### src/aid_defines.svh
/*
  Register offsets, field positions, reset values and timing constants for the
  activity/inactivity detector.
  Assumes inclusion by bare name from design and verification files.
*/
`ifndef AID_DEFINES_SVH
`define AID_DEFINES_SVH

`define AID_ADDR_W 4
`define AID_DATA_W 8
`define AID_ACC_W 16

// Register offsets
`define AID_OFF_ACCEL_CTRL 4'h0
`define AID_OFF_WAKE_THS 4'h1
`define AID_OFF_DUR_CFG 4'h2
`define AID_OFF_PIN1_ROUTE 4'h3
`define AID_OFF_PIN2_ROUTE 4'h4
`define AID_OFF_WAKE_SRC 4'h5
`define AID_OFF_IRQ_STATUS 4'h6
`define AID_OFF_IRQ_MASK 4'h7
`define AID_OFF_EFF_RATE 4'h8

// Field positions
`define AID_THS_LSB 0
`define AID_THS_MSB 5
`define AID_SLEEP_EN_BIT 6
`define AID_ACT_DUR_LSB 5
`define AID_ACT_DUR_MSB 6
`define AID_QUIET_DUR_LSB 0
`define AID_QUIET_DUR_MSB 3
`define AID_ROUTE_BIT 7
`define AID_SLEEP_FLAG_BIT 4
`define AID_RATE_LSB 4
`define AID_RATE_MSB 7
`define AID_FS_LSB 2
`define AID_FS_MSB 3
`define AID_STAT_INACT_BIT 0
`define AID_STAT_ACT_BIT 1

// Reset values
`define AID_RST_REG 8'h00
`define AID_RST_RATE 4'h0

// Fixed low rate code used while inactive
`define AID_RATE_LOW 4'h1

// Quiet step in sample periods, and the quiet counter width minus four bits
`define AID_QUIET_STEP 13'h0200
`define AID_QUIET_CNT_W 13
`define AID_ACT_CNT_W 2
// Slope magnitude bits above the threshold field
`define AID_SHIFT_FS 10

`endif

### src/aid_pkg.sv
/*
  Types for the activity/inactivity detector.
  Assumes aid_defines.svh is compiled alongside.
*/
package aid_pkg;
  typedef enum logic {AID_ACTIVE, AID_INACTIVE} aid_state_e;
endpackage

### src/aid_detector.sv
/*
  Activity/inactivity detector: slope per axis, threshold compare, duration
  counters, rate override, event pulses, pin routing and a register port.
  Assumes one clock, a one-cycle sample tick carrying fresh X/Y/Z samples, and
  a host that uses single-cycle read/write strobes.
*/
// Chosen here: the plain strobed port and the placing of the registers.
// Function
// RULE1: Detection runs only while the sleep-detect enable bit of the threshold register is 1.
// RULE2: Each axis slope is half of the current sample minus the previous sample.
// RULE3: The wake threshold is a 6-bit unsigned field worth full scale over 64 per step.
// RULE4: Slope magnitude is compared, so both signs behave alike.
// RULE5: All axes quiet for the sleep time enters inactivity and forces the fixed low rate.
// RULE6: The quiet-duration field is 4 bits, each step 512 sample periods.
// RULE7: Entering inactivity pulses the event for exactly one sample period.
// RULE8: While inactive, one axis above threshold for the wake time restores the set rate.
// RULE9: The activity-duration field is 2 bits, each step one sample period.
// RULE10: Returning to activity pulses the event for one sample period.
// RULE11: The override acts on the accelerometer rate only, never the gyroscope.
// RULE12: The state routes to either interrupt pin by its routing bit and reads as a flag.
// RULE13: Each duration counter restarts whenever a sample breaks its condition.
`timescale 1ns/1ps
`include "aid_defines.svh"

module aid_detector (
  input wire logic clk,
  input wire logic rst,
  input wire logic sample_tick,
  input wire logic signed [`AID_ACC_W-1:0] acc_x,
  input wire logic signed [`AID_ACC_W-1:0] acc_y,
  input wire logic signed [`AID_ACC_W-1:0] acc_z,
  input wire logic [3:0] gyro_rate_in,
  input wire logic [`AID_ADDR_W-1:0] reg_addr,
  input wire logic [`AID_DATA_W-1:0] reg_wdata,
  input wire logic reg_wr,
  input wire logic reg_rd,
  output logic [`AID_DATA_W-1:0] reg_rdata,
  output logic [3:0] accel_rate_out,
  output logic [3:0] gyro_rate_out,
  output logic irq_pin_one,
  output logic irq_pin_two,
  output logic event_pulse,
  output logic irq
);

  // Magnitude of half the difference of two samples
  function automatic logic [`AID_ACC_W-1:0] slope_mag(
    input logic signed [`AID_ACC_W-1:0] cur,
    input logic signed [`AID_ACC_W-1:0] prev
  );
    logic signed [`AID_ACC_W:0] diff;
    logic signed [`AID_ACC_W:0] half;
    diff = {cur[`AID_ACC_W-1], cur} - {prev[`AID_ACC_W-1], prev};
    half = diff >>> 1;
    slope_mag = half[`AID_ACC_W] ? `AID_ACC_W'(-half) : half[`AID_ACC_W-1:0];
  endfunction

  function automatic logic addr_is(input logic [`AID_ADDR_W-1:0] a,
                                   input logic [`AID_ADDR_W-1:0] off);
    addr_is = (a == off);
  endfunction

  logic [`AID_DATA_W-1:0] accel_control_reg_r;
  logic [`AID_DATA_W-1:0] wake_threshold_reg_r;
  logic [`AID_DATA_W-1:0] wake_duration_reg_r;
  logic [`AID_DATA_W-1:0] pin1_function_routing_r;
  logic [`AID_DATA_W-1:0] pin2_function_routing_r;
  logic [1:0] irq_status_r;
  logic [1:0] irq_mask_r;
  logic signed [`AID_ACC_W-1:0] prev_r [3];
  logic primed_r;
  logic [`AID_QUIET_CNT_W+3:0] quiet_cnt_r;
  logic [`AID_ACT_CNT_W:0] act_cnt_r;
  aid_pkg::aid_state_e state_r;
  aid_pkg::aid_state_e state_nxt;

  wire logic signed [`AID_ACC_W-1:0] cur [3];
  assign cur[0] = acc_x;
  assign cur[1] = acc_y;
  assign cur[2] = acc_z;

  wire logic enable = wake_threshold_reg_r[`AID_SLEEP_EN_BIT];
  wire logic [5:0] wake_threshold_field = wake_threshold_reg_r[`AID_THS_MSB:`AID_THS_LSB];
  wire logic [3:0] quiet_duration_field =
    wake_duration_reg_r[`AID_QUIET_DUR_MSB:`AID_QUIET_DUR_LSB];
  wire logic [1:0] activity_duration_field =
    wake_duration_reg_r[`AID_ACT_DUR_MSB:`AID_ACT_DUR_LSB];
  wire logic [3:0] accel_output_rate = accel_control_reg_r[`AID_RATE_MSB:`AID_RATE_LSB];
  wire logic [1:0] accel_full_scale = accel_control_reg_r[`AID_FS_MSB:`AID_FS_LSB];

  // Threshold in sample LSBs: step is full scale / 64; full scale doubles per code
  wire logic [`AID_ACC_W+3:0] ths_lsb =
    {14'h0000, wake_threshold_field} << (`AID_SHIFT_FS + accel_full_scale); // [RULE3]

  wire logic [2:0] above;
  wire logic [2:0] below;
  genvar g;
  generate
    for (g = 0; g < 3; g++) begin : g_axis
      wire logic [`AID_ACC_W-1:0] mag = slope_mag(cur[g], prev_r[g]); // [RULE2] [RULE4]
      assign above[g] = {4'h0, mag} > ths_lsb;
      assign below[g] = {4'h0, mag} < ths_lsb;
      always_ff @(posedge clk) begin
        if (rst) begin
          prev_r[g] <= '0;
        end else if (sample_tick) begin
          prev_r[g] <= cur[g];
        end
      end
    end
  endgenerate

  wire logic all_below = &below;
  wire logic any_above = |above;
  wire logic valid_sample = sample_tick && primed_r && enable; // [RULE1]
  wire logic [`AID_QUIET_CNT_W+3:0] quiet_target =
    {9'h000, quiet_duration_field} * {4'h0, `AID_QUIET_STEP}; // [RULE6]
  wire logic [`AID_QUIET_CNT_W+3:0] quiet_inc = quiet_cnt_r + 1'b1;
  wire logic [`AID_ACT_CNT_W:0] act_inc = act_cnt_r + 1'b1;
  wire logic go_inactive = valid_sample && state_r == aid_pkg::AID_ACTIVE && all_below &&
                           quiet_inc >= quiet_target; // [RULE5]
  wire logic go_active = valid_sample && state_r == aid_pkg::AID_INACTIVE && any_above &&
                         act_inc >= {1'b0, activity_duration_field}; // [RULE8] [RULE9]
  wire logic sleep_state_flag = (state_r == aid_pkg::AID_INACTIVE);
  wire logic [1:0] events = {go_active, go_inactive};
  wire logic [1:0] clr_bits = (reg_wr && addr_is(reg_addr, `AID_OFF_IRQ_STATUS)) ?
                              reg_wdata[1:0] : 2'h0;
  wire logic [7:0] wake_source_reg = {3'h0, sleep_state_flag, 4'h0}; // [RULE12]
  wire logic [`AID_DATA_W-1:0] rd_mux =
    addr_is(reg_addr, `AID_OFF_ACCEL_CTRL) ? accel_control_reg_r :
    addr_is(reg_addr, `AID_OFF_WAKE_THS) ? wake_threshold_reg_r :
    addr_is(reg_addr, `AID_OFF_DUR_CFG) ? wake_duration_reg_r :
    addr_is(reg_addr, `AID_OFF_PIN1_ROUTE) ? pin1_function_routing_r :
    addr_is(reg_addr, `AID_OFF_PIN2_ROUTE) ? pin2_function_routing_r :
    addr_is(reg_addr, `AID_OFF_WAKE_SRC) ? wake_source_reg :
    addr_is(reg_addr, `AID_OFF_IRQ_STATUS) ? {6'h00, irq_status_r} :
    addr_is(reg_addr, `AID_OFF_IRQ_MASK) ? {6'h00, irq_mask_r} :
    addr_is(reg_addr, `AID_OFF_EFF_RATE) ? {4'h0, accel_rate_out} : `AID_RST_REG;

  always_comb begin
    state_nxt = state_r;
    case (state_r)
      aid_pkg::AID_ACTIVE: begin
        if (go_inactive) begin
          state_nxt = aid_pkg::AID_INACTIVE;
        end
      end
      aid_pkg::AID_INACTIVE: begin
        if (!enable || go_active) begin
          state_nxt = aid_pkg::AID_ACTIVE;
        end
      end
      default: state_nxt = aid_pkg::AID_ACTIVE;
    endcase
  end

  // Write decode, one strobe per writable register
  wire logic wr_accel_ctrl = reg_wr && addr_is(reg_addr, `AID_OFF_ACCEL_CTRL);
  wire logic wr_wake_ths = reg_wr && addr_is(reg_addr, `AID_OFF_WAKE_THS);
  wire logic wr_durations = reg_wr && addr_is(reg_addr, `AID_OFF_DUR_CFG);
  wire logic wr_pin1_route = reg_wr && addr_is(reg_addr, `AID_OFF_PIN1_ROUTE);
  wire logic wr_pin2_route = reg_wr && addr_is(reg_addr, `AID_OFF_PIN2_ROUTE);
  wire logic wr_irq_mask = reg_wr && addr_is(reg_addr, `AID_OFF_IRQ_MASK);

  // Register port; writes to unmapped or read-only offsets are ignored
  always_ff @(posedge clk) begin
    if (rst) begin
      accel_control_reg_r <= `AID_RST_REG;
    end else if (wr_accel_ctrl) begin
      accel_control_reg_r <= reg_wdata;
    end
  end

  // Clearing the enable bit drops back to active without an event
  always_ff @(posedge clk) begin
    if (rst) begin
      wake_threshold_reg_r <= `AID_RST_REG;
    end else if (wr_wake_ths) begin
      wake_threshold_reg_r <= reg_wdata; // [RULE1]
    end
  end

  always_ff @(posedge clk) begin
    if (rst) begin
      wake_duration_reg_r <= `AID_RST_REG;
    end else if (wr_durations) begin
      wake_duration_reg_r <= reg_wdata;
    end
  end

  always_ff @(posedge clk) begin
    if (rst) begin
      pin1_function_routing_r <= `AID_RST_REG;
    end else if (wr_pin1_route) begin
      pin1_function_routing_r <= reg_wdata;
    end
  end

  always_ff @(posedge clk) begin
    if (rst) begin
      pin2_function_routing_r <= `AID_RST_REG;
    end else if (wr_pin2_route) begin
      pin2_function_routing_r <= reg_wdata;
    end
  end

  always_ff @(posedge clk) begin
    if (rst) begin
      irq_mask_r <= 2'h0;
    end else if (wr_irq_mask) begin
      irq_mask_r <= reg_wdata[1:0];
    end
  end

  // Read data stands only in the cycle after the strobe; zero otherwise
  always_ff @(posedge clk) begin
    if (rst) begin
      reg_rdata <= `AID_RST_REG;
    end else begin
      reg_rdata <= reg_rd ? rd_mux : `AID_RST_REG;
    end
  end

  // Sticky status: a new event wins over a same-cycle clear
  always_ff @(posedge clk) begin
    if (rst) begin
      irq_status_r <= 2'h0;
      irq <= 1'b0;
    end else begin
      irq_status_r <= (irq_status_r & ~clr_bits) | events;
      irq <= |(((irq_status_r & ~clr_bits) | events) & irq_mask_r);
    end
  end

  // First tick after enable only seeds the previous samples
  always_ff @(posedge clk) begin
    if (rst) begin
      primed_r <= 1'b0;
    end else if (!enable) begin
      primed_r <= 1'b0;
    end else if (sample_tick) begin
      primed_r <= 1'b1;
    end
  end

  always_ff @(posedge clk) begin
    if (rst || !enable) begin
      quiet_cnt_r <= '0;
      act_cnt_r <= '0;
    end else if (valid_sample) begin
      quiet_cnt_r <= (all_below && state_r == aid_pkg::AID_ACTIVE && !go_inactive) ?
                     quiet_inc : '0; // [RULE13]
      act_cnt_r <= (any_above && state_r == aid_pkg::AID_INACTIVE && !go_active) ?
                   act_inc : '0; // [RULE13]
    end
  end

  always_ff @(posedge clk) begin
    if (rst) begin
      state_r <= aid_pkg::AID_ACTIVE;
    end else begin
      state_r <= state_nxt;
    end
  end

  // Pulse held from the detecting tick to the next tick: one sample period
  always_ff @(posedge clk) begin
    if (rst) begin
      event_pulse <= 1'b0;
    end else if (go_inactive || go_active) begin
      event_pulse <= 1'b1; // [RULE7] [RULE10]
    end else if (sample_tick) begin
      event_pulse <= 1'b0;
    end
  end

  // The stored rate field is never touched; only the effective rate is overridden
  always_ff @(posedge clk) begin
    if (rst) begin
      accel_rate_out <= `AID_RST_RATE;
    end else begin
      accel_rate_out <= (state_nxt == aid_pkg::AID_INACTIVE) ?
                        `AID_RATE_LOW : accel_output_rate; // [RULE5] [RULE8]
    end
  end

  // Gyroscope rate passes straight through, whatever the detector state
  always_ff @(posedge clk) begin
    if (rst) begin
      gyro_rate_out <= `AID_RST_RATE;
    end else begin
      gyro_rate_out <= gyro_rate_in; // [RULE11]
    end
  end

  // Pins carry the state level, not the event pulse
  always_ff @(posedge clk) begin
    if (rst) begin
      irq_pin_one <= 1'b0;
      irq_pin_two <= 1'b0;
    end else begin
      irq_pin_one <= pin1_function_routing_r[`AID_ROUTE_BIT] &&
                     state_nxt == aid_pkg::AID_INACTIVE; // [RULE12]
      irq_pin_two <= pin2_function_routing_r[`AID_ROUTE_BIT] &&
                     state_nxt == aid_pkg::AID_INACTIVE; // [RULE12]
    end
  end

endmodule

### config.mk
export PLATFORM = sky130hd
export DESIGN_NAME = aid_detector
export DESIGN_NICKNAME = d
export VERILOG_FILES = /design/src/aid_pkg.sv /design/src/aid_detector.sv
export VERILOG_INCLUDE_DIRS = /design/src
export SDC_FILE = /design/constraint.sdc
export NUM_CORES = 1
export LEC_CHECK = 0
export ABC_AREA = 1
export CAP_MARGIN = 20
export CORE_MARGIN = 10
export CORE_UTILIZATION = 54
export DETAILED_ROUTE_END_ITERATION = 12
export DONT_BUFFER_PORTS = 1
export PLACE_DENSITY = 0.8
export SKIP_CTS_REPAIR_TIMING = 1
export SLEW_MARGIN = 15
export SYNTH_ARGS = -nofsm -noshare
export SYNTH_HDL_FRONTEND = slang
export SYNTH_SLANG_ARGS = --single-unit
### constraint.sdc
create_clock -name clk -period 6.5 [get_ports clk]
set_input_delay 1.625 -clock clk [delete_from_list [all_inputs] [get_ports clk]]
set_output_delay 1.625 -clock clk [all_outputs]
set_load 0.02 [all_outputs]
==> flow_summary.json <==
{
  "drtAntennaViolNets": 0,
  "max-vdd-ir-drop_mv": 0.216,
  "postPlaceCellArea_mm2": 0.0101,
  "syn_inst": 1443,
  "clock-root-buffer": "clkbuf_16",
  "start_kind": "input port",
  "hold_viol": 0,
  "seq_area_frac_synth_pct": 32.0,
  "async_reset_ff_share_pct": 0,
  "timing.final.crit_share_pct": 81.7,
  "via_count": 8855,
  "seq_power_share_pct": 33.9,
  "final-setup-viol-count": 0,
  "grt_use_total_pct": 19.4,
  "slew_viol_final": 0,
  "synth.largest_area_cell": "dfxtp_1",
  "synth_area_per_cell_um2": 6.84,
  "syn_area_mm2": 0.00987,
  "n_fill_cell": 1673,
  "p_switching_w": 0.000942,
  "design_area_mm2": 0.0107,
  "drv_cap": 0,
  "synth_compound_area_share_pct": 11.8,
  "io_pins": 89,
  "rsz0062_at_grt": "false",
  "drt_iter0_drc": 690,
  "die_w_um": 155,
  "internal-power_w": 0.00175,
  "drc_errors": 0,
  "cellPowerDensity_mw_per_mm2": 252,
  "grt_max_degree": 49,
  "layout-drive-gt1-share_pct": 4.67,
  "fin_setup_tns_ns": 0,
  "chipHeight_um": 155,
  "worst-slew-pin-transition_ns": 0.950,
  "clkSinkCount": 134,
  "required_ns": 6.88,
  "synth_top_area_share_pct": 17.4,
  "ys.flop_type": "dfxtp_1",
  "hold_path_class": "register to register",
  "synth_edf_count": 48,
  "die-area_mm2": 0.0241,
  "grt_pass1_wl_mm": 39.5,
  "grt-ovfl-total": 0,
  "yosysWarnings": 0,
  "detail_route.wirelength_mm": 22.9,
  "ys_ff_latch": 134,
  "path_cells": "inv_1 > nand2_1 > fa_1 > nand3_1 > nand2_1 > nand3_1 > nand2_1 > a31oi_1 > o21ai_0 > a21oi_1 > xor2_1 > nand2_1 > nor3_1 > ha_1 > a21oi_1 > o21ai_0 > o21a_1 > nor3_1 > nand2_1 > or2_2 > a21oi_1 > nand2_1 > nand2_1",
  "viasPerCell": 5.25,
  "clkLatencyLatePin_ns": 0.43,
  "synth_area_leaders": "dfxtp_1 17%, edfxtp_1 15%, nand2_1 13%",
  "dp.cells": 1654,
  "synth_cell_type_count": 49,
  "p_sw_share_pct": 35.0,
  "critPathKind": "input port to register",
  "synth-simple-area-share_pct": 28.1,
  "antenna_found_initial": 0,
  "cp_max_fo": 4,
  "core-area_mm2": 0.0180,
  "crit_arrival_ns": 5.69,
  "fin_nets": 1597,
  "post_drt_wl_per_cell_um": 13.6,
  "grt_pass1_vias": 8592,
  "syn_to_final_growth_pct": 8.10,
  "synthTopCellsByCount": "336 x nand2_1, 269 x inv_1, 136 x nor2_1",
  "worstSetupEndpointType": "register",
  "cp_common_cell": "nand2_1",
  "clkPwrFrac_pct": 36.0,
  "num_antenna_cells": 0,
  "slowest_delay_ns": 0.41,
  "p_leak_nw": 5.10,
  "h-tree-depth": 4,
  "clockBufferDepth": 2,
  "num_rows": 49,
  "synth-adder-area-share_pct": 10.9,
  "status": "finished clean",
  "finalWorstSetupSlack_ns": 1.19,
  "synthMuxAreaShare_pct": 0,
  "synth_top_family_by_area": "simple AND/OR/NAND/NOR gates",
  "numCtsBuffers": 17,
  "fin_cells": 1686,
  "drt_first_pass_iters": 7,
  "io_buffers": 0,
  "skew_ns": 0.0153,
  "synth_xor_area_share_pct": 5.59,
  "post-route-min-period_ns": 5.31,
  "combinationalPowerShare_pct": 30.1,
  "routabilityCongestion": 0.905,
  "max_freq_mhz": 188,
  "start_util_pct": 55.0,
  "slowest_stage": "fa_1",
  "path_clk_slew_ns": 0.07,
  "pre_cts_ws_ns": 0.761,
  "yosysMostFrequentCell": "nand2_1",
  "cts_tree": "done",
  "timing.slew.headroom_pct": 36.7,
  "hpwl_mm": 17.3
}
==> layout by cell type (no fill, tap or decap), types with 3 or more instances in the layout <==
master and n:
a211oi_1 3, edfxtp_1 48, o221ai_1 3, xnor2_1 16
nor4_1 5, inv_2 5, nand3_2 4, xor2_1 47
a31oi_1 5, or2_2 6, fa_1 3, nor2_1 136
inv_1 269, inv_8 4, nand3_1 90, nand2_2 10
nor3_1 15, o21ai_0 56, nand4_1 26, nand3b_1 10
conb_1 6, nand2_1 334, clkbuf_16 17, a21oi_1 121
o21bai_1 8, ha_1 81, inv_6 5, dfxtp_1 86
==> layout make-up <==
| type | instances | area (µm²) | area share (%) |
|---|---|---|---|
| multi-input cells | 1013 | 5590 | 52.4 |
| flip-flops and latches | 134 | 3160 | 29.6 |
| inverters | 276 | 1040 | 9.71 |
| clock buffers | 17 | 425 | 3.99 |
| well taps | 229 | 287 | 2.68 |
| clock inverters | 15 | 154 | 1.44 |
| repair buffers | 2 | 15.0 | 0.141 |
==> registers in the layout, indices dropped and copies added, names as in the netlist <==
register	flops
irq_status_r	2
reg_rdata	8
accel_rate_out	4
event_pulse	1
pin2_function_routing_r	8
prev_r	48
irq_pin_two	1
irq_mask_r	2
primed_r	1
irq_pin_one	1
irq	1
quiet_cnt_r	17
accel_control_reg_r	8
wake_threshold_reg_r	8
act_cnt_r	3
gyro_rate_out	4
sleep_state_flag	1
pin1_function_routing_r	8
wake_duration_reg_r	8
==> path summary, 6_finish.rpt <==
kind / slack, ns / cells past startpoint / startpoint / to
setup reg to reg: 2.08 / 29 / prev_r[1][0] / irq
hold reg to reg: 0.45 / 2 / wake_duration_reg_r[4] / wake_duration_reg_r[4]
setup / recovery: 1.19 / 23 / acc_z[0] / irq
hold / removal: 0.45 / 2 / wake_duration_reg_r[4] / wake_duration_reg_r[4]
==> cells by family after synthesis <==
| family | Yosys count |
|---|---|
| buffers and inverters | 301 |
| adder cells (fa/ha/maj) | 84 |
| AO/OA/AOI/OAI | 214 |
| other | 1 |
| XOR/XNOR | 63 |
| AND/OR/NAND/NOR | 646 |
| flip-flops | 134 |
==> power groups by stage <==
| stage | clock [W] | combinational (W) | sequential [W] |
|---|---|---|---|
| final | 0.000969 | 0.000811 | 0.000914 |
| after global routing | 0.00101 | 0.000959 | 0.000918 |
| after CTS | 0.000985 | 0.000812 | 0.000915 |
| after detailed placement | 0 | 0.000806 | 0.000933 |
| after global placement | 0 | 0.000783 | 0.000932 |
| after floorplan | 0 | 0.000671 | 0.000930 |
==> stage by stage <==
stage	utilization (%)	hold slack [ns]	total power, W
floorplan	-	0.424	0.00160
global placement	56.2	0.437	0.00171
detailed placement	56.2	0.442	0.00174
CTS	59.4	0.452	0.00271
global route	59.4	0.468	0.00289
finish	59.4	0.453	0.00269
==> layer usage <==
metal / vias to the layer above / global-route usage (%) / routed length, µm
met5: - / 0 / 0
met4: 0 / 5.61 / 335
met3: 34 / 5.21 / 1610
met2: 222 / 32.1 / 10400
met1: 3968 / 24.2 / 10500
li1: 4631 / - / -
==> worst max-delay path, delay by kind of cell <==
family | cells | cell delay, ns
buffers and inverters | 1 | 0.06
xor gates and xnor gates | 1 | 0.29
adders and majority gates | 2 | 0.70
and+or+nand+nor | 12 | 1.77
AOI/OAI and AO/OA | 7 | 1.23
Note: power is estimated with default switching activity, not from simulation.
